## src/inc/mas_map.svh

```systemverilog
`ifndef MAS_MAP_SVH
`define MAS_MAP_SVH

// ---------------------------------------------------------------
// serial slave address and commands
// ---------------------------------------------------------------
`define MAS_DEV_ADDR 7'h0A
`define MAS_CMD_TEMP 8'h00
`define MAS_CMD_MOD 8'h01
`define MAS_CMD_LOOP 8'h02
`define MAS_CMD_USER 8'h03
`define MAS_CMD_BIAS_DAC 8'h04
`define MAS_CMD_MOD_DAC 8'h05

// ---------------------------------------------------------------
// user result register fields
// ---------------------------------------------------------------
`define MAS_USER_DATA_MSB 9
`define MAS_USER_SRC_LSB 10
`define MAS_USER_SRC_MSB 12
`define MAS_USER_VALID_BIT 15
`define MAS_SEL_MSB 2

// ---------------------------------------------------------------
// reset values and timing
// ---------------------------------------------------------------
`define MAS_CODE_RST 10'h000
`define MAS_CONV_TIME_US 1000
`define MAS_CLK_MHZ 20
`define MAS_CONV_CYCLES (`MAS_CONV_TIME_US * `MAS_CLK_MHZ)

`endif

```

## src/inc/mas_pkg.sv

```systemverilog
package mas_pkg;
  // multiplexer sources, order fixes the select code
  typedef enum logic [2:0] {
    SRC_SOURCE_CURRENT,
    SRC_MOD_CURRENT,
    SRC_LASER_DIODE_VOLTAGE,
    SRC_MONITOR_DIODE_CURRENT,
    SRC_TERM_VOLTAGE,
    SRC_DIE_TEMP
  } mas_src_t;

  typedef enum logic [1:0] {
    SLOT_TEMP,
    SLOT_MOD,
    SLOT_LOOP,
    SLOT_USER
  } mas_slot_t;

  typedef enum logic [3:0] {
    ST_IDLE,
    ST_ADDR,
    ST_ADDR_ACK,
    ST_CMD,
    ST_CMD_ACK,
    ST_WDATA,
    ST_WDATA_ACK,
    ST_RDATA,
    ST_RDATA_ACK,
    ST_DONE
  } mas_i2c_state_t;
endpackage : mas_pkg

```

## src/inc/mas_seq_if.sv

```systemverilog
`timescale 1ns/1ps
`default_nettype none
interface mas_seq_if;
  import mas_pkg::*;
  mas_slot_t slot;
  mas_src_t mux_sel;
  mas_src_t user_sel;
  logic apc_mode;
  logic conv_done;
  mas_slot_t done_slot;
  mas_src_t done_src;
  logic [9:0] conv_code;
  modport seq (input user_sel, apc_mode,
    output slot, mux_sel, conv_done, done_slot, done_src, conv_code);
  modport core (output user_sel, apc_mode,
    input slot, mux_sel, conv_done, done_slot, done_src, conv_code);
endinterface : mas_seq_if
`default_nettype wire

```

## src/core/mas_seq.sv

```systemverilog
`timescale 1ns/1ps
`default_nettype none
`include "mas_map.svh"
module mas_seq #(
  parameter int unsigned CONV_CYCLES = `MAS_CONV_CYCLES
) (
  input wire logic clk,
  input wire logic reset,
  mas_seq_if.seq sq,
  input wire logic [9:0] adc_code,
  output logic adc_start
);
  import mas_pkg::*;

  logic [15:0] timer_reg;
  mas_slot_t slot_reg;
  mas_src_t sel_reg;
  logic start_reg;
  logic done_reg;
  mas_slot_t done_slot_reg;
  mas_src_t done_src_reg;
  logic [9:0] code_reg;

  // ---------------------------------------------------------------
  // slot plan
  // ---------------------------------------------------------------
  function automatic mas_src_t slot_src(input mas_slot_t s,
      input logic apc, input mas_src_t usr);
    case (s)
      SLOT_TEMP: slot_src = SRC_DIE_TEMP;
      SLOT_MOD: slot_src = SRC_MOD_CURRENT;
      SLOT_LOOP: slot_src = apc ? SRC_MONITOR_DIODE_CURRENT
                                : SRC_SOURCE_CURRENT;
      default: slot_src = usr;
    endcase
  endfunction : slot_src

  wire last_cycle = (timer_reg == 16'(CONV_CYCLES - 1));
  wire [1:0] slot_inc = 2'(slot_reg + 2'h1);
  wire mas_slot_t slot_next = mas_slot_t'(slot_inc);
  wire mas_src_t sel_next = slot_src(slot_next, sq.apc_mode, sq.user_sel);

  // ---------------------------------------------------------------
  // round timer
  // ---------------------------------------------------------------
  always_ff @(posedge clk) begin
    if (reset) begin
      timer_reg <= 16'h0000;
      slot_reg <= SLOT_TEMP;
      sel_reg <= SRC_DIE_TEMP;
      start_reg <= 1'b1;
      done_reg <= 1'b0;
      done_slot_reg <= SLOT_TEMP;
      done_src_reg <= SRC_DIE_TEMP;
      code_reg <= `MAS_CODE_RST;
    end else begin
      start_reg <= last_cycle;
      done_reg <= last_cycle;
      timer_reg <= last_cycle ? 16'h0000 : 16'(timer_reg + 16'h0001);
      if (last_cycle) begin
        code_reg <= adc_code;
        done_slot_reg <= slot_reg;
        done_src_reg <= sel_reg;
        slot_reg <= slot_next;
        sel_reg <= sel_next;
      end
    end
  end

  assign adc_start = start_reg;
  assign sq.slot = slot_reg;
  assign sq.mux_sel = sel_reg;
  assign sq.conv_done = done_reg;
  assign sq.done_slot = done_slot_reg;
  assign sq.done_src = done_src_reg;
  assign sq.conv_code = code_reg;
endmodule : mas_seq
`default_nettype wire

```

## src/core/mas_top.sv

```systemverilog
// Overview of operation
// - 10-bit results, 1 ms slots, endless four-slot round
// - multiplexer offers six selectable input sources
// - slot one temperature, slot two modulation current
// - slot three: monitor current in apc, else source
// - one shared register holds slot-three result
// - loop math and converter updates in user slot
// - latest temperature readable any time, round undisturbed
// - three-bit user select; value 2 is diode voltage
// - new select applies at next user slot
// - user completion stores data, sets valid, loads tag
// - read or write of user register clears valid; a same-cycle user completion keeps it set
// - tag names source of stored data
// - user register reads and writes differ in layout
// - controller off makes converter codes bus-writable
// - standalone fetches config from serial memory
// - slave address 0x0A, bytes 0x15 read, 0x14 write
// - sixteen bits, low byte first, msb first
`timescale 1ns/1ps
`default_nettype none
`include "mas_map.svh"
module mas_top #(
  parameter int unsigned CONV_CYCLES = `MAS_CONV_CYCLES
) (
  input wire logic clk,
  input wire logic reset,
  input wire logic scl_in,
  input wire logic sda_in,
  output logic sda_out,
  output logic sda_oe,
  input wire logic [9:0] adc_code,
  output logic adc_start,
  output mas_pkg::mas_src_t adc_mux_sel,
  input wire logic apc_mode,
  input wire logic lpc_en,
  input wire logic standalone,
  input wire logic config_loaded,
  output logic config_fetch_req,
  input wire logic [9:0] servo_bias_code,
  input wire logic [9:0] servo_mod_code,
  output logic loop_update,
  output logic [9:0] bias_source_converter,
  output logic [9:0] modulation_converter
);
  import mas_pkg::*;

  // ---------------------------------------------------------------
  // sequencer
  // ---------------------------------------------------------------
  mas_seq_if sq ();

  mas_seq #(
    .CONV_CYCLES(CONV_CYCLES)
  ) u_seq (
    .clk(clk),
    .reset(reset),
    .sq(sq.seq),
    .adc_code(adc_code),
    .adc_start(adc_start)
  );

  // ---------------------------------------------------------------
  // pin synchronisers
  // ---------------------------------------------------------------
  // three stages; a level is accepted only when stages two and three
  // agree, which also rejects a single-sample glitch on the bus
  logic [2:0] scl_sync_reg;
  logic [2:0] sda_sync_reg;
  logic scl_reg;
  logic sda_reg;
  logic scl_prev_reg;
  logic sda_prev_reg;

  always_ff @(posedge clk) begin
    if (reset) begin
      scl_sync_reg <= 3'h7;
      sda_sync_reg <= 3'h7;
      scl_reg <= 1'b1;
      sda_reg <= 1'b1;
      scl_prev_reg <= 1'b1;
      sda_prev_reg <= 1'b1;
    end else begin
      scl_sync_reg <= {scl_sync_reg[1:0], scl_in};
      sda_sync_reg <= {sda_sync_reg[1:0], sda_in};
      if (scl_sync_reg[1] == scl_sync_reg[2]) begin
        scl_reg <= scl_sync_reg[2];
      end
      if (sda_sync_reg[1] == sda_sync_reg[2]) begin
        sda_reg <= sda_sync_reg[2];
      end
      scl_prev_reg <= scl_reg;
      sda_prev_reg <= sda_reg;
    end
  end

  wire scl_rise = scl_reg & ~scl_prev_reg;
  wire scl_fall = ~scl_reg & scl_prev_reg;
  wire bus_start = scl_reg & scl_prev_reg & ~sda_reg & sda_prev_reg;
  wire bus_stop = scl_reg & scl_prev_reg & sda_reg & ~sda_prev_reg;

  // ---------------------------------------------------------------
  // result and setting registers
  // ---------------------------------------------------------------
  logic [9:0] temp_result_reg;
  logic [9:0] mod_current_result_reg;
  logic [9:0] loop_result_reg;
  logic [9:0] user_data_reg;
  mas_src_t user_src_reg;
  logic user_valid_reg;
  mas_src_t user_sel_reg;
  logic [9:0] bias_code_reg;
  logic [9:0] mod_code_reg;
  logic loop_update_reg;
  mas_slot_t slot_prev_reg;
  logic fetch_reg;

  // ---------------------------------------------------------------
  // serial slave state
  // ---------------------------------------------------------------
  mas_i2c_state_t state_reg;
  mas_i2c_state_t state_next;
  logic [3:0] bit_cnt_reg;
  logic [7:0] rx_reg;
  logic [7:0] tx_reg;
  logic [7:0] cmd_reg;
  logic [7:0] wlow_reg;
  logic [15:0] rd_word_reg;
  logic rw_reg;
  logic high_byte_reg;
  logic nack_reg;
  logic sda_oe_reg;

  // read word for a command; user register shows data, tag and valid
  function automatic logic [15:0] read_word(input logic [7:0] cmd,
      input logic [9:0] t, input logic [9:0] m, input logic [9:0] l,
      input logic [9:0] ud, input mas_src_t us, input logic uv,
      input logic [9:0] bc, input logic [9:0] mc);
    logic [15:0] w;
    w = 16'h0000;
    case (cmd)
      `MAS_CMD_TEMP: w[9:0] = t;
      `MAS_CMD_MOD: w[9:0] = m;
      `MAS_CMD_LOOP: w[9:0] = l;
      `MAS_CMD_USER: begin
        w[`MAS_USER_DATA_MSB:0] = ud;
        w[`MAS_USER_SRC_MSB:`MAS_USER_SRC_LSB] = us;
        w[`MAS_USER_VALID_BIT] = uv;
      end
      `MAS_CMD_BIAS_DAC: w[9:0] = bc;
      `MAS_CMD_MOD_DAC: w[9:0] = mc;
      default: w = 16'h0000;
    endcase
    read_word = w;
  endfunction : read_word

  wire byte_full = (bit_cnt_reg == 4'h8);
  // ack bits are not counted, so each byte starts from zero
  wire data_phase = (state_reg == ST_ADDR) | (state_reg == ST_CMD) |
    (state_reg == ST_WDATA) | (state_reg == ST_RDATA);
  wire addr_match = (rx_reg[7:1] == `MAS_DEV_ADDR);
  wire [15:0] rd_word = read_word(cmd_reg, temp_result_reg,
    mod_current_result_reg, loop_result_reg, user_data_reg,
    user_src_reg, user_valid_reg, bias_code_reg, mod_code_reg);
  wire [15:0] wr_word = {rx_reg, wlow_reg};

  // a write commits after the acknowledged high byte
  wire wr_commit = scl_fall & (state_reg == ST_WDATA_ACK) & high_byte_reg;
  // a read access starts when the read address byte is acknowledged
  wire rd_access = scl_fall & (state_reg == ST_ADDR_ACK) & rw_reg;
  wire user_cmd = (cmd_reg == `MAS_CMD_USER);
  wire user_touch = (wr_commit | rd_access) & user_cmd;
  wire dac_write = wr_commit & ~lpc_en;
  wire src_valid = (wr_word[`MAS_SEL_MSB:0] <= 3'h5);
  wire user_done = sq.conv_done & (sq.done_slot == SLOT_USER);

  // ---------------------------------------------------------------
  // serial slave next state
  // ---------------------------------------------------------------
  always_comb begin
    state_next = state_reg;
    case (state_reg)
      ST_IDLE: state_next = ST_IDLE;
      ST_ADDR: begin
        if (scl_fall & byte_full) begin
          state_next = addr_match ? ST_ADDR_ACK : ST_IDLE;
        end
      end
      ST_ADDR_ACK: begin
        if (scl_fall) begin
          state_next = rw_reg ? ST_RDATA : ST_CMD;
        end
      end
      ST_CMD: begin
        if (scl_fall & byte_full) begin
          state_next = ST_CMD_ACK;
        end
      end
      ST_CMD_ACK: begin
        if (scl_fall) begin
          state_next = ST_WDATA;
        end
      end
      ST_WDATA: begin
        if (scl_fall & byte_full) begin
          state_next = ST_WDATA_ACK;
        end
      end
      ST_WDATA_ACK: begin
        if (scl_fall) begin
          state_next = high_byte_reg ? ST_DONE : ST_WDATA;
        end
      end
      ST_RDATA: begin
        if (scl_fall & byte_full) begin
          state_next = ST_RDATA_ACK;
        end
      end
      ST_RDATA_ACK: begin
        // master acks the low byte, leaves the high byte unacked;
        // move on the fall so sda never changes with scl high
        if (scl_fall) begin
          state_next = (nack_reg | high_byte_reg) ? ST_DONE
                                                   : ST_RDATA;
        end
      end
      ST_DONE: state_next = ST_DONE;
      default: state_next = ST_IDLE;
    endcase
    if (bus_start) begin
      state_next = ST_ADDR;
    end else if (bus_stop) begin
      state_next = ST_IDLE;
    end
  end

  // ---------------------------------------------------------------
  // serial slave datapath
  // ---------------------------------------------------------------
  always_ff @(posedge clk) begin
    if (reset) begin
      state_reg <= ST_IDLE;
      bit_cnt_reg <= 4'h0;
      rx_reg <= 8'h00;
      tx_reg <= 8'h00;
      cmd_reg <= 8'h00;
      wlow_reg <= 8'h00;
      rd_word_reg <= 16'h0000;
      rw_reg <= 1'b0;
      high_byte_reg <= 1'b0;
      nack_reg <= 1'b1;
    end else begin
      state_reg <= state_next;
      if (scl_rise & (state_reg == ST_RDATA_ACK)) begin
        nack_reg <= sda_reg;
      end
      if (bus_start) begin
        bit_cnt_reg <= 4'h0;
      end else if (scl_rise & ~byte_full & data_phase) begin
        rx_reg <= {rx_reg[6:0], sda_reg};
        bit_cnt_reg <= 4'(bit_cnt_reg + 4'h1);
      end else if (scl_fall & byte_full) begin
        bit_cnt_reg <= 4'h0;
      end
      if (scl_fall & byte_full) begin
        if (state_reg == ST_ADDR) begin
          rw_reg <= rx_reg[0];
        end
        if (state_reg == ST_CMD) begin
          cmd_reg <= rx_reg;
          high_byte_reg <= 1'b0;
        end
      end
      if (scl_fall & (state_reg == ST_WDATA_ACK)) begin
        wlow_reg <= rx_reg;
        high_byte_reg <= 1'b1;
      end
      if (rd_access) begin
        // snapshot so both bytes come from one value
        rd_word_reg <= rd_word;
        tx_reg <= rd_word[7:0];
        high_byte_reg <= 1'b0;
      end else if (scl_fall & (state_reg == ST_RDATA) & ~byte_full) begin
        tx_reg <= {tx_reg[6:0], 1'b0};
      end else if (scl_fall & (state_reg == ST_RDATA_ACK)) begin
        tx_reg <= rd_word_reg[15:8];
        high_byte_reg <= 1'b1;
      end
    end
  end

  // open drain: only ever pull low
  wire oe_next = (state_next == ST_ADDR_ACK) | (state_next == ST_CMD_ACK) |
    (state_next == ST_WDATA_ACK) | ((state_next == ST_RDATA) &
    ~(rd_access ? rd_word[7] :
      (state_reg == ST_RDATA_ACK) ? rd_word_reg[15] :
      (scl_fall & ~byte_full) ? tx_reg[6] : tx_reg[7]));

  always_ff @(posedge clk) begin
    if (reset) begin
      sda_oe_reg <= 1'b0;
    end else begin
      sda_oe_reg <= oe_next;
    end
  end

  assign sda_out = 1'b0;
  assign sda_oe = sda_oe_reg;

  // ---------------------------------------------------------------
  // conversion results
  // ---------------------------------------------------------------
  always_ff @(posedge clk) begin
    if (reset) begin
      temp_result_reg <= `MAS_CODE_RST;
      mod_current_result_reg <= `MAS_CODE_RST;
      loop_result_reg <= `MAS_CODE_RST;
      user_data_reg <= `MAS_CODE_RST;
      user_src_reg <= SRC_DIE_TEMP;
      user_valid_reg <= 1'b0;
    end else begin
      if (sq.conv_done) begin
        case (sq.done_slot)
          SLOT_TEMP: temp_result_reg <= sq.conv_code;
          SLOT_MOD: mod_current_result_reg <= sq.conv_code;
          SLOT_LOOP: loop_result_reg <= sq.conv_code;
          default: begin
            user_data_reg <= sq.conv_code;
            user_src_reg <= sq.done_src;
          end
        endcase
      end
      // a completion in the same cycle as an access keeps valid set
      if (user_done) begin
        user_valid_reg <= 1'b1;
      end else if (user_touch) begin
        user_valid_reg <= 1'b0;
      end
    end
  end

  // ---------------------------------------------------------------
  // user select, converters and loop timing
  // ---------------------------------------------------------------
  // the sequencer samples the select only as a user slot opens
  wire user_sel_wr = wr_commit & user_cmd & src_valid;
  wire loop_tick = (sq.slot == SLOT_USER) & (slot_prev_reg != SLOT_USER);

  always_ff @(posedge clk) begin
    if (reset) begin
      user_sel_reg <= SRC_DIE_TEMP;
      bias_code_reg <= `MAS_CODE_RST;
      mod_code_reg <= `MAS_CODE_RST;
      loop_update_reg <= 1'b0;
      slot_prev_reg <= SLOT_TEMP;
    end else begin
      slot_prev_reg <= sq.slot;
      loop_update_reg <= loop_tick & lpc_en;
      if (user_sel_wr) begin
        user_sel_reg <= mas_src_t'(wr_word[`MAS_SEL_MSB:0]);
      end
      if (lpc_en & loop_tick) begin
        bias_code_reg <= servo_bias_code;
        mod_code_reg <= servo_mod_code;
      end else if (dac_write & (cmd_reg == `MAS_CMD_BIAS_DAC)) begin
        bias_code_reg <= wr_word[9:0];
      end else if (dac_write & (cmd_reg == `MAS_CMD_MOD_DAC)) begin
        mod_code_reg <= wr_word[9:0];
      end
    end
  end

  assign sq.user_sel = user_sel_reg;
  assign sq.apc_mode = apc_mode;
  assign adc_mux_sel = sq.mux_sel;
  assign loop_update = loop_update_reg;
  assign bias_source_converter = bias_code_reg;
  assign modulation_converter = mod_code_reg;

  // ---------------------------------------------------------------
  // standalone configuration fetch
  // ---------------------------------------------------------------
  // the memory reader is outside; this only holds the request up
  always_ff @(posedge clk) begin
    if (reset) begin
      fetch_reg <= 1'b1;
    end else if (config_loaded | ~standalone) begin
      fetch_reg <= 1'b0;
    end
  end

  assign config_fetch_req = fetch_reg & standalone;
endmodule : mas_top
`default_nettype wire

```

## config.mk

```make
export PLATFORM = sky130hd
export DESIGN_NAME = mas_top
export DESIGN_NICKNAME = d
export VERILOG_FILES = /design/src/inc/mas_pkg.sv /design/src/inc/mas_seq_if.sv /design/src/core/mas_seq.sv /design/src/core/mas_top.sv
export VERILOG_INCLUDE_DIRS = /design/src /design/src/inc
export SDC_FILE = /design/constraint.sdc
export NUM_CORES = 1
export LEC_CHECK = 0
export ABC_AREA = 0
export BUFFER_PORTS_ARGS = -buffer_cell sky130_fd_sc_hd__buf_2
export CORE_ASPECT_RATIO = 1.4
export CORE_MARGIN = 2
export CORE_UTILIZATION = 55
export DETAILED_ROUTE_END_ITERATION = 7
export PLACE_DENSITY = 0.86
export SLEW_MARGIN = 10
export SYNTH_ARGS = -nofsm -noshare
export SYNTH_HDL_FRONTEND = slang
export SYNTH_SLANG_ARGS = --single-unit
```

## constraint.sdc

```tcl
create_clock -name clk -period 5.13 [get_ports clk]
set_input_delay 0.7695 -clock clk [delete_from_list [all_inputs] [get_ports clk]]
set_output_delay 0.7695 -clock clk [all_outputs]
set_load 0.05 [all_outputs]
```

# Word level (Yosys, flattened, before mapping)
# Cells that the tools add are included.
# word_totals
register_bits	177
input_bits	38
out_inout_bits	28
wordCells	181
# op_classes
addsub	3
n_lt_le_gt_ge	1
n_eq_ne	31
mux	40
n_bitwise	49
reduce_logical	20
# op_table
op	count
10-bit one-hot mux with 6 select lines	1
4-bit 2-to-1 mux	14
10-bit 2-to-1 mux	5
4-bit one-hot mux with 9 select lines	1
1-bit AND	30
4-bit by 3-bit equality test with 1-bit output, second input constant	7
8-bit 2-to-1 mux	3
16-bit by 1-bit adder with 16-bit output, second input constant	1
16-bit by 15-bit equality test with 1-bit output, second input constant	1
8-bit by 2-bit equality test with 1-bit output, second input constant	2
8-bit by 3-bit equality test with 1-bit output, second input constant	2
2-bit AND reduction	8
4-bit by 2-bit equality test with 1-bit output, second input constant	3
4-bit equality test, second input constant	3
1-bit 2-to-1 mux	11
1-bit NOT	10
1-bit OR	9
3-bit one-hot mux with 3 select lines	1
2-bit equality test, second input constant	4
8-bit by 1-bit equality test with 1-bit output, second input constant	1
8-bit logical NOT	1
2-bit nonzero test	4
7-bit by 4-bit equality test with 1-bit output, second input constant	1
3-bit 2-to-1 mux	2
12 further kinds	19

# Depth between registers and ports, before layout
# Gate-level depths: netlist of the first run.
# logic_depth
depth_word	11
ltp_mapped	9
depth_no_buf	8

# Modules after synthesis
# Synthesis of the first run repeated with hierarchy kept, for this count alone.
# unflattened
hier_cells	838
hier_area_um2	7415.9
# by_module_without_submodules
mod	n_inst	cells_per_inst	area_each_um2	seq_area_each_um2
mas_top	1	690	5864.4	2622.5
mas_seq	1	148	1551.5	760.7

# Worst setup path before layout of the first run
# Ideal clock, no wire load.
# synth_timing
path_type	register to register
start	register bit_cnt_reg[0]
end	register sda_oe_reg (netlist: sda_oe)
setup_time_ns	0.112
arrival_time_ns	1.856
t_required_ns	5.018
path_slack_ns	3.162
stages_incl_launch_ff	10
path_buffers	1
synth_period_minus_slack_ns	1.968
path_cell_list	dfxtp_1 -> inv_1 -> ha_1 -> and3b_1 -> clkbuf_1 -> and3_1 -> o21ai_0 -> a311o_1 -> a31oi_1 -> a2111oi_1
# synth_via
elab_chain_cells	10
word_cells_on_any_way	23
classes_between	eq/ne: 5; mux: 10; bitwise: 8
# synth_lines
item	line_no	source
start, declared	mas_top.sv:122	logic [3:0] bit_cnt_reg;
start signal, assigned	mas_top.sv:260	bit_cnt_reg <= 4'(bit_cnt_reg + 4'h1);
4-bit equality test *	mas_top.sv:156	wire byte_full = (bit_cnt_reg == 4'h8);
1-bit AND	-	
4-bit 2-to-1 mux, on equally long branches	-	
4-bit one-hot mux with 9 select lines	mas_top.sv:181	case (state_reg)
4-bit 2-to-1 mux	mas_top.sv:231	end else if (bus_stop) begin
4-bit 2-to-1 mux	mas_top.sv:229	if (bus_start) begin
4-bit by 2-bit equality test with 1-bit output or 4-bit by 3-bit equality test with 1-bit output (tied branches)	mas_top.sv:292	wire oe_next = (state_next == ST_ADDR_ACK) | (state_next == ST_CMD_ACK) |
1-bit OR (2 in a row)	mas_top.sv:292	
1-bit OR *	mas_top.sv:293	(state_next == ST_WDATA_ACK) | ((state_next == ST_RDATA) &
end signal, assigned	mas_top.sv:302	sda_oe_reg <= oe_next;
end, declared	mas_top.sv:131	logic sda_oe_reg;
# Mark *: on every way between the ends. The rest lies on a longest branch, timed or not.
# A chain may end at the register's enable or synchronous reset.

# Worst setup path in the final report of the first run
# layout_timing
start	register cmd_reg[2]
end	register bias_code_reg[8] (netlist: bias_source_converter[8])
# layout_via
elab_chain_cells	3
# layout_lines
item	line_no	source
start, declared	mas_top.sv:125	logic [7:0] cmd_reg;
start signal, assigned	mas_top.sv:269	cmd_reg <= rx_reg;
8-bit by 3-bit equality test with 1-bit output	-	
1-bit AND	mas_top.sv:364	end else if (dac_write & (cmd_reg == `MAS_CMD_BIAS_DAC)) begin
2-bit nonzero test (no source line)	-	
end signal, assigned	mas_top.sv:351	bias_code_reg <= `MAS_CODE_RST;
end signal, assigned	mas_top.sv:362	bias_code_reg <= servo_bias_code;
end signal, assigned	mas_top.sv:365	bias_code_reg <= wr_word[9:0];
end, declared	mas_top.sv:111	logic [9:0] bias_code_reg;
# No other way between the ends.

==> results of run 1 <==
## logic make-up after synthesis
kind of cell	share of synthesized area, %
simple gates	23.4
xor+xnor	1.78
flops	45.9
mux	9.79
other cells	0.0509
compound gates	13.7
fa+ha+maj	1.36
buf+inv	4.04
## metrics by stage
| step | util (%) | std cells | area, µm² | power [mW] | hold WS [ps] |
|---|---|---|---|---|---|
| 5_1_grt | 62.6 | 1097 | 8300 | 2.68 | 432 |
| 3_5_place_dp | 58.2 | 1066 | 7720 | 1.40 | 395 |
| 2_1_floorplan | - | 870 | 7370 | 1.38 | 389 |
| 6_report | 62.6 | 1097 | 8300 | 2.62 | 408 |
| 4_1_cts | 62.6 | 1097 | 8300 | 2.63 | 410 |
| 3_3_place_gp | 58.2 | 1066 | 7720 | 1.40 | 396 |
## synth_stat cells (all sizes together), types with 4 or more instances
cell type	n
a211o	4
a211oi	16
a21oi	96
a31oi	5
and3	8
buf	15
clkbuf	39
dfxtp	169
ha	8
inv	17
mux2i	53
mux4	7
nand2	163
nand3	19
nand3b	7
nand4	8
nor2	104
nor2b	10
nor3	13
nor3b	5
nor4	6
o21ai	12
o21bai	4
o22ai	14
or2	10
xnor2	8
xor2	7
## cell type report
class                      count  area share, %
sequential                   169           40.8
clock inverter                13           1.75
tap                          182           2.74
timing repair buffer          68           4.25
inverter                      17          0.769
multi-input combinational    630           44.6
clock buffer                  18           5.17
## worst paths after layout
kind	startpoint	to	slack, ps	depth (start not counted)
max	cmd_reg[2]	bias_source_converter[8]	2270	5
min reg2reg	sda_sync_reg[0]	sda_sync_reg[1]	410	1
max reg2reg	cmd_reg[2]	bias_source_converter[8]	2270	5
min	sda_sync_reg[0]	sda_sync_reg[1]	410	1
## routing by layer
layer / wire [µm] / up-vias / global-route usage, % / part of all wire, %
met1: 6940 / 2951 / 29.8 / 39
met3: 910 / 61 / 4.86 / 5.1
li1: - / 3066 / - / -
met5: 0 / - / 0 / 0
met4: 723 / 0 / 12.4 / 4.1
met2: 9130 / 206 / 43.1 / 52
## worst max-delay path, delay by kind of cell (launching register included)
family / cells / cell delay [ps]
flops: 1 / 840
mux: 1 / 220
compound gates: 1 / 290
simple gates: 3 / 1410
## power by group through the flow
stage | logic (mW) | clock network [mW] | registers, mW
floorplan | 0.0291 | 0 | 1.35
global placement | 0.0491 | 0 | 1.35
detailed placement | 0.0492 | 0 | 1.35
CTS | 0.0494 | 1.26 | 1.32
global route | 0.0539 | 1.31 | 1.32
finish | 0.0493 | 1.25 | 1.32
==> run metrics, run 1 <==
Comb power frac 1.9%; Final WS setup 2270 ps; synthesized cell area 7370 µm²; Synth cell types 64; layout cells sized above 1 13.9%; # H-tree levels 4; Nets 949; Max-cap violations 0; critical path data required time 5450 ps; Area contributors post-synth dfxtp_1 46%, nand2_1 8.3%, mux2i_1 7.2%; Pint 2.05 mW; footprint of the multi-input gates 3700 µm²; most frequent cells in the layout 169 x dfxtp_1, 163 x nand2_1, 103 x nor2_1; Synth top area share 45.9%; sequential area share after synthesis 45.9%; share of power burned in registers 50.3%; status finished, final reports clean; setup bufs post-CTS 0; delay of the slowest cell on the worst path 850 ps; max reg flops 16; num rows 50; # fillers 1111; Core Area 13300 µm²; clock sinks 169; root buffer cell clkbuf_16; Final period util 55.8%; WL/cell 16.1 µm; asr flop ratio synth 0%; dpl hpwl 12.2 mm; grt total ovfl 0; Post-Syn Area per Cell 8.48 µm²; Die Height 141 µm; Worst-path clk slew 60 ps; unrepaired setup endpoints after global routing false; initial antenna violation count 0; CP Data Arrival Time 3190 ps; sequential cell area 3380 µm²; vias in the first global route 5863; Max rail drop VDD 296 µV; # setup viols final 0; commonest non-fill, non-tap cell in the layout dfxtp_1; pwr dens 316 nW/µm²; GRT Util Overall 25.2%; EDFF count, synth 0; Initial DRC Count 407; post-synthesis register bit count 169; # diodes 0; Final ANT Viol Nets 0; global-route wire length before repair 28.5 mm; cell count after synthesis 870; DRC violations left 0; pin count of the biggest net entering global routing 98; area leader, netlist dfxtp_1; Initial Util 55.6%; clock power share 47.8%; Final GP Congestion 0.891; min cycle time layout 2860 ps; Hold Buf Count CTS 0; pre-CTS WS 2410 ps; routed vias 6284; Switching Share 21.7%; Worst Hold Class flop to flop; crit path launch type flop; crit path kind flop to flop; total CTS buffers 17; CP cell instances nor2b_1 -> nor4bb_1 -> nor4b_4 -> mux2i_1 -> a211oi_1; CTS tree done; DIE AREA 14400 µm²; Top FF cell, synth dfxtp_1; Hold Vio Cnt, Final 0; sw power 570 µW; Die W 102 µm; Max Root-Sink Buffers 2; Max-slew headroom 25.6%; Net Count, Synth 916; Worst-Skew Late Latency 430 ps; Post-Route WL 17.7 mm; Via density 5.73; Slew Viols, Final 0; CP max FO 19; leakage power 2.99 nW; CP max-delay cell nor4b_4; PortBufs 64; # resized after CTS 0; Synth warnings 0; Setup TNS 0 ps; Worst-Margin Slew 1110 ps; DR pass1 iterations 7; CP endpoint kind flop; area delta synth->final 12.6%; Worst Clk Skew 7.93 ps; FMAX 350 MHz; I/O pin cnt 66
No activity file was read; power rests on OpenSTA's default activity.
==> inputs of run 2 (changes only) <==
--- a/config.mk
+++ b/config.mk
@@ -10,7 +10,7 @@
 export BUFFER_PORTS_ARGS = -buffer_cell sky130_fd_sc_hd__buf_2
 export CORE_ASPECT_RATIO = 1.4
 export CORE_MARGIN = 2
-export CORE_UTILIZATION = 55
+export CORE_UTILIZATION = 53
 export DETAILED_ROUTE_END_ITERATION = 7
 export PLACE_DENSITY = 0.86
 export SLEW_MARGIN = 10
==> constraint.sdc (replaced) <==
create_clock -name clk -period 2.6 [get_ports clk]
set_input_delay 0.39 -clock clk [delete_from_list [all_inputs] [get_ports clk]]
set_output_delay 0.39 -clock clk [all_outputs]
set_load 0.05 [all_outputs]
==> run 2 against run 1 <==
Combinational power grew 100%. Register-to-register slack got worse by 2000 ps. Die area increased by 3.6%. Clock-buffer cell count down 1. Via count is 2.7% higher. Largest cell class unchanged.
==> run metrics, run 2 (synthesis gave the netlist of run 1 again) <==
status finished, final reports clean; Max-slew headroom 52.0% (+26 points); Worst Clk Skew 11.0 ps (+3.09 ps); Die Height 144 µm (+1.8%); vias in the first global route 6187 (+5.5%); pwr dens 627 nW/µm² (+99%); layout cells sized above 1 15.4% (+1.5 points); Worst-Margin Slew 718 ps (-395 ps); # resized after CTS 0 (unchanged); pin count of the biggest net entering global routing 97 (-1.0%); total CTS buffers 17 (unchanged); CP Data Arrival Time 2620 ps (-570 ps); final std cells w/o fill 1115 (+1.6%); root buffer cell clkbuf_16; # setup viols final 0 (unchanged); hold path cells 2 (+1); GRT Util Overall 24.7% (-0.48 points); most frequent cells in the layout 169 x dfxtp_1, 163 x nand2_1, 103 x nor2_1; crit path kind flop to flop; Final GP Congestion 0.907 (+1.8%); beginning of the critical path scl_prev_reg; CP max FO 10 (-9); delay of the slowest cell on the worst path 540 ps (-310 ps); Die W 104 µm (+1.8%); Max-cap violations 0 (unchanged); Core Area 13800 µm² (+3.9%); clock sinks 169 (unchanged); num rows 51 (+2.0%); I/O pin cnt 66 (unchanged); R2R cell count 6 (+1); FMAX 430 MHz (+23%); max reg flops 16 (unchanged); DRC violations left 0 (unchanged); Worst-Skew Late Latency 430 ps (about the same); CP cell instances nor3b_1 -> nor4bb_1 -> nor4b_4 -> buf_4 -> mux2i_1 -> a211oi_1; Worst-path clk slew 70 ps (about the same); Final period util 89.5% (+34 points); area delta synth->final 14.6%; grt total ovfl 0 (unchanged); Post-Route WL 18.3 mm (+3.5%); Via density 5.79 (+1.0%); Initial DRC Count 510 (+25%); Hold Buf Count CTS 0 (unchanged); crit path launch type flop; # fillers 1142 (+2.8%); crit path buf inv count 1 (+1); DIE AREA 14900 µm² (+3.6%); initial antenna violation count 0 (unchanged); Nets 963 (+1.5%); Slew Viols, Final 0 (unchanged); routed vias 6451 (+2.7%); Max Root-Sink Buffers 2 (unchanged); Final ANT Viol Nets 0 (unchanged); WL/cell 16.4 µm (+1.9%); Crit path depth 6 (+1); PortBufs 64 (unchanged); CP endpoint kind flop; # diodes 0 (unchanged); CP max-delay cell nor4bb_1; CTS tree done; DR pass1 iterations 5 (-2); critical path's top delay family simple AND/OR/NAND/NOR gates; reg-to-reg critical path startpoint scl_prev_reg; Worst Hold Class input pin to flop; setup bufs post-CTS 0 (unchanged); commonest non-fill, non-tap cell in the layout dfxtp_1; global-route wire length before repair 29.8 mm (+4.5%); hold path start sda_in; min cycle time layout 2330 ps (-533 ps); dpl hpwl 12.5 mm (+2.3%); Setup TNS 0 ps (unchanged); Hold Vio Cnt, Final 0 (unchanged); Initial Util 53.5% (-2.1 points); unrepaired setup endpoints after global routing false; # H-tree levels 4 (unchanged); leakage power 3.10 nW (+3.6%); placed cells 1083 (+1.6%); Max rail drop VDD 524 µV (+77%); critical path data required time 2890 ps (-2560 ps)
[run 2: cell count changes in the layout (fill, tap and decap cells not counted), sizes merged]
cell / delta
clkinvlp: -4
buf: +14
inv: +6
clkbuf: -1
[run 2: final timing paths]
check / end / slack [ps]
worst max-delay path: bias_source_converter[9] / 270
worst min-delay path: sda_sync_reg[0] / 150
worst max register to register: bias_source_converter[9] / 270
worst min register to register: sda_sync_reg[1] / 410
[run 2: layout make-up]
cell class              instances  area [µm²]  area share [%]
flip-flops and latches        169        3380            40.0
clock buffers                  17         425            5.03
multi-input cells             630        3700            43.8
inverters                      17        63.8           0.755
repair buffers                 82         470            5.57
clock inverters                15         178            2.10
well taps                     185         231            2.74
[run 2: through the flow]
step | hold slack, ps | utilization (%) | instance area, µm² | total power [mW] | setup slack [ps]
floorplan | 389 | - | 7370 | 2.72 | 632
global route | 134 | 61.3 | 8450 | 5.44 | 168
global placement | 399 | 56.9 | 7850 | 2.76 | 379
detailed placement | 399 | 56.9 | 7850 | 2.76 | 315
CTS | 136 | 61.3 | 8450 | 5.32 | 303
finish | 149 | 61.3 | 8450 | 5.30 | 272
[run 2: layer usage]
layer / vias to the layer above / routed length, µm / global-route usage [%] / part of all wire, %
met5: - / 0 / 0 / 0
met4: 0 / 714 / 13.1 / 3.9
met3: 57 / 775 / 4.63 / 4.2
met2: 201 / 9580 / 44.7 / 52
met1: 3097 / 7250 / 27.8 / 40
li1: 3096 / - / - / -
[run 2: where the power goes]
group | internal [mW] | leakage (nW) | total, mW | switching (mW)
Combinational | 0.0354 | 1.44 | 0.101 | 0.0655
Sequential | 2.60 | 1.36 | 2.60 | 0.00602
Clock | 1.46 | 0.293 | 2.59 | 1.14
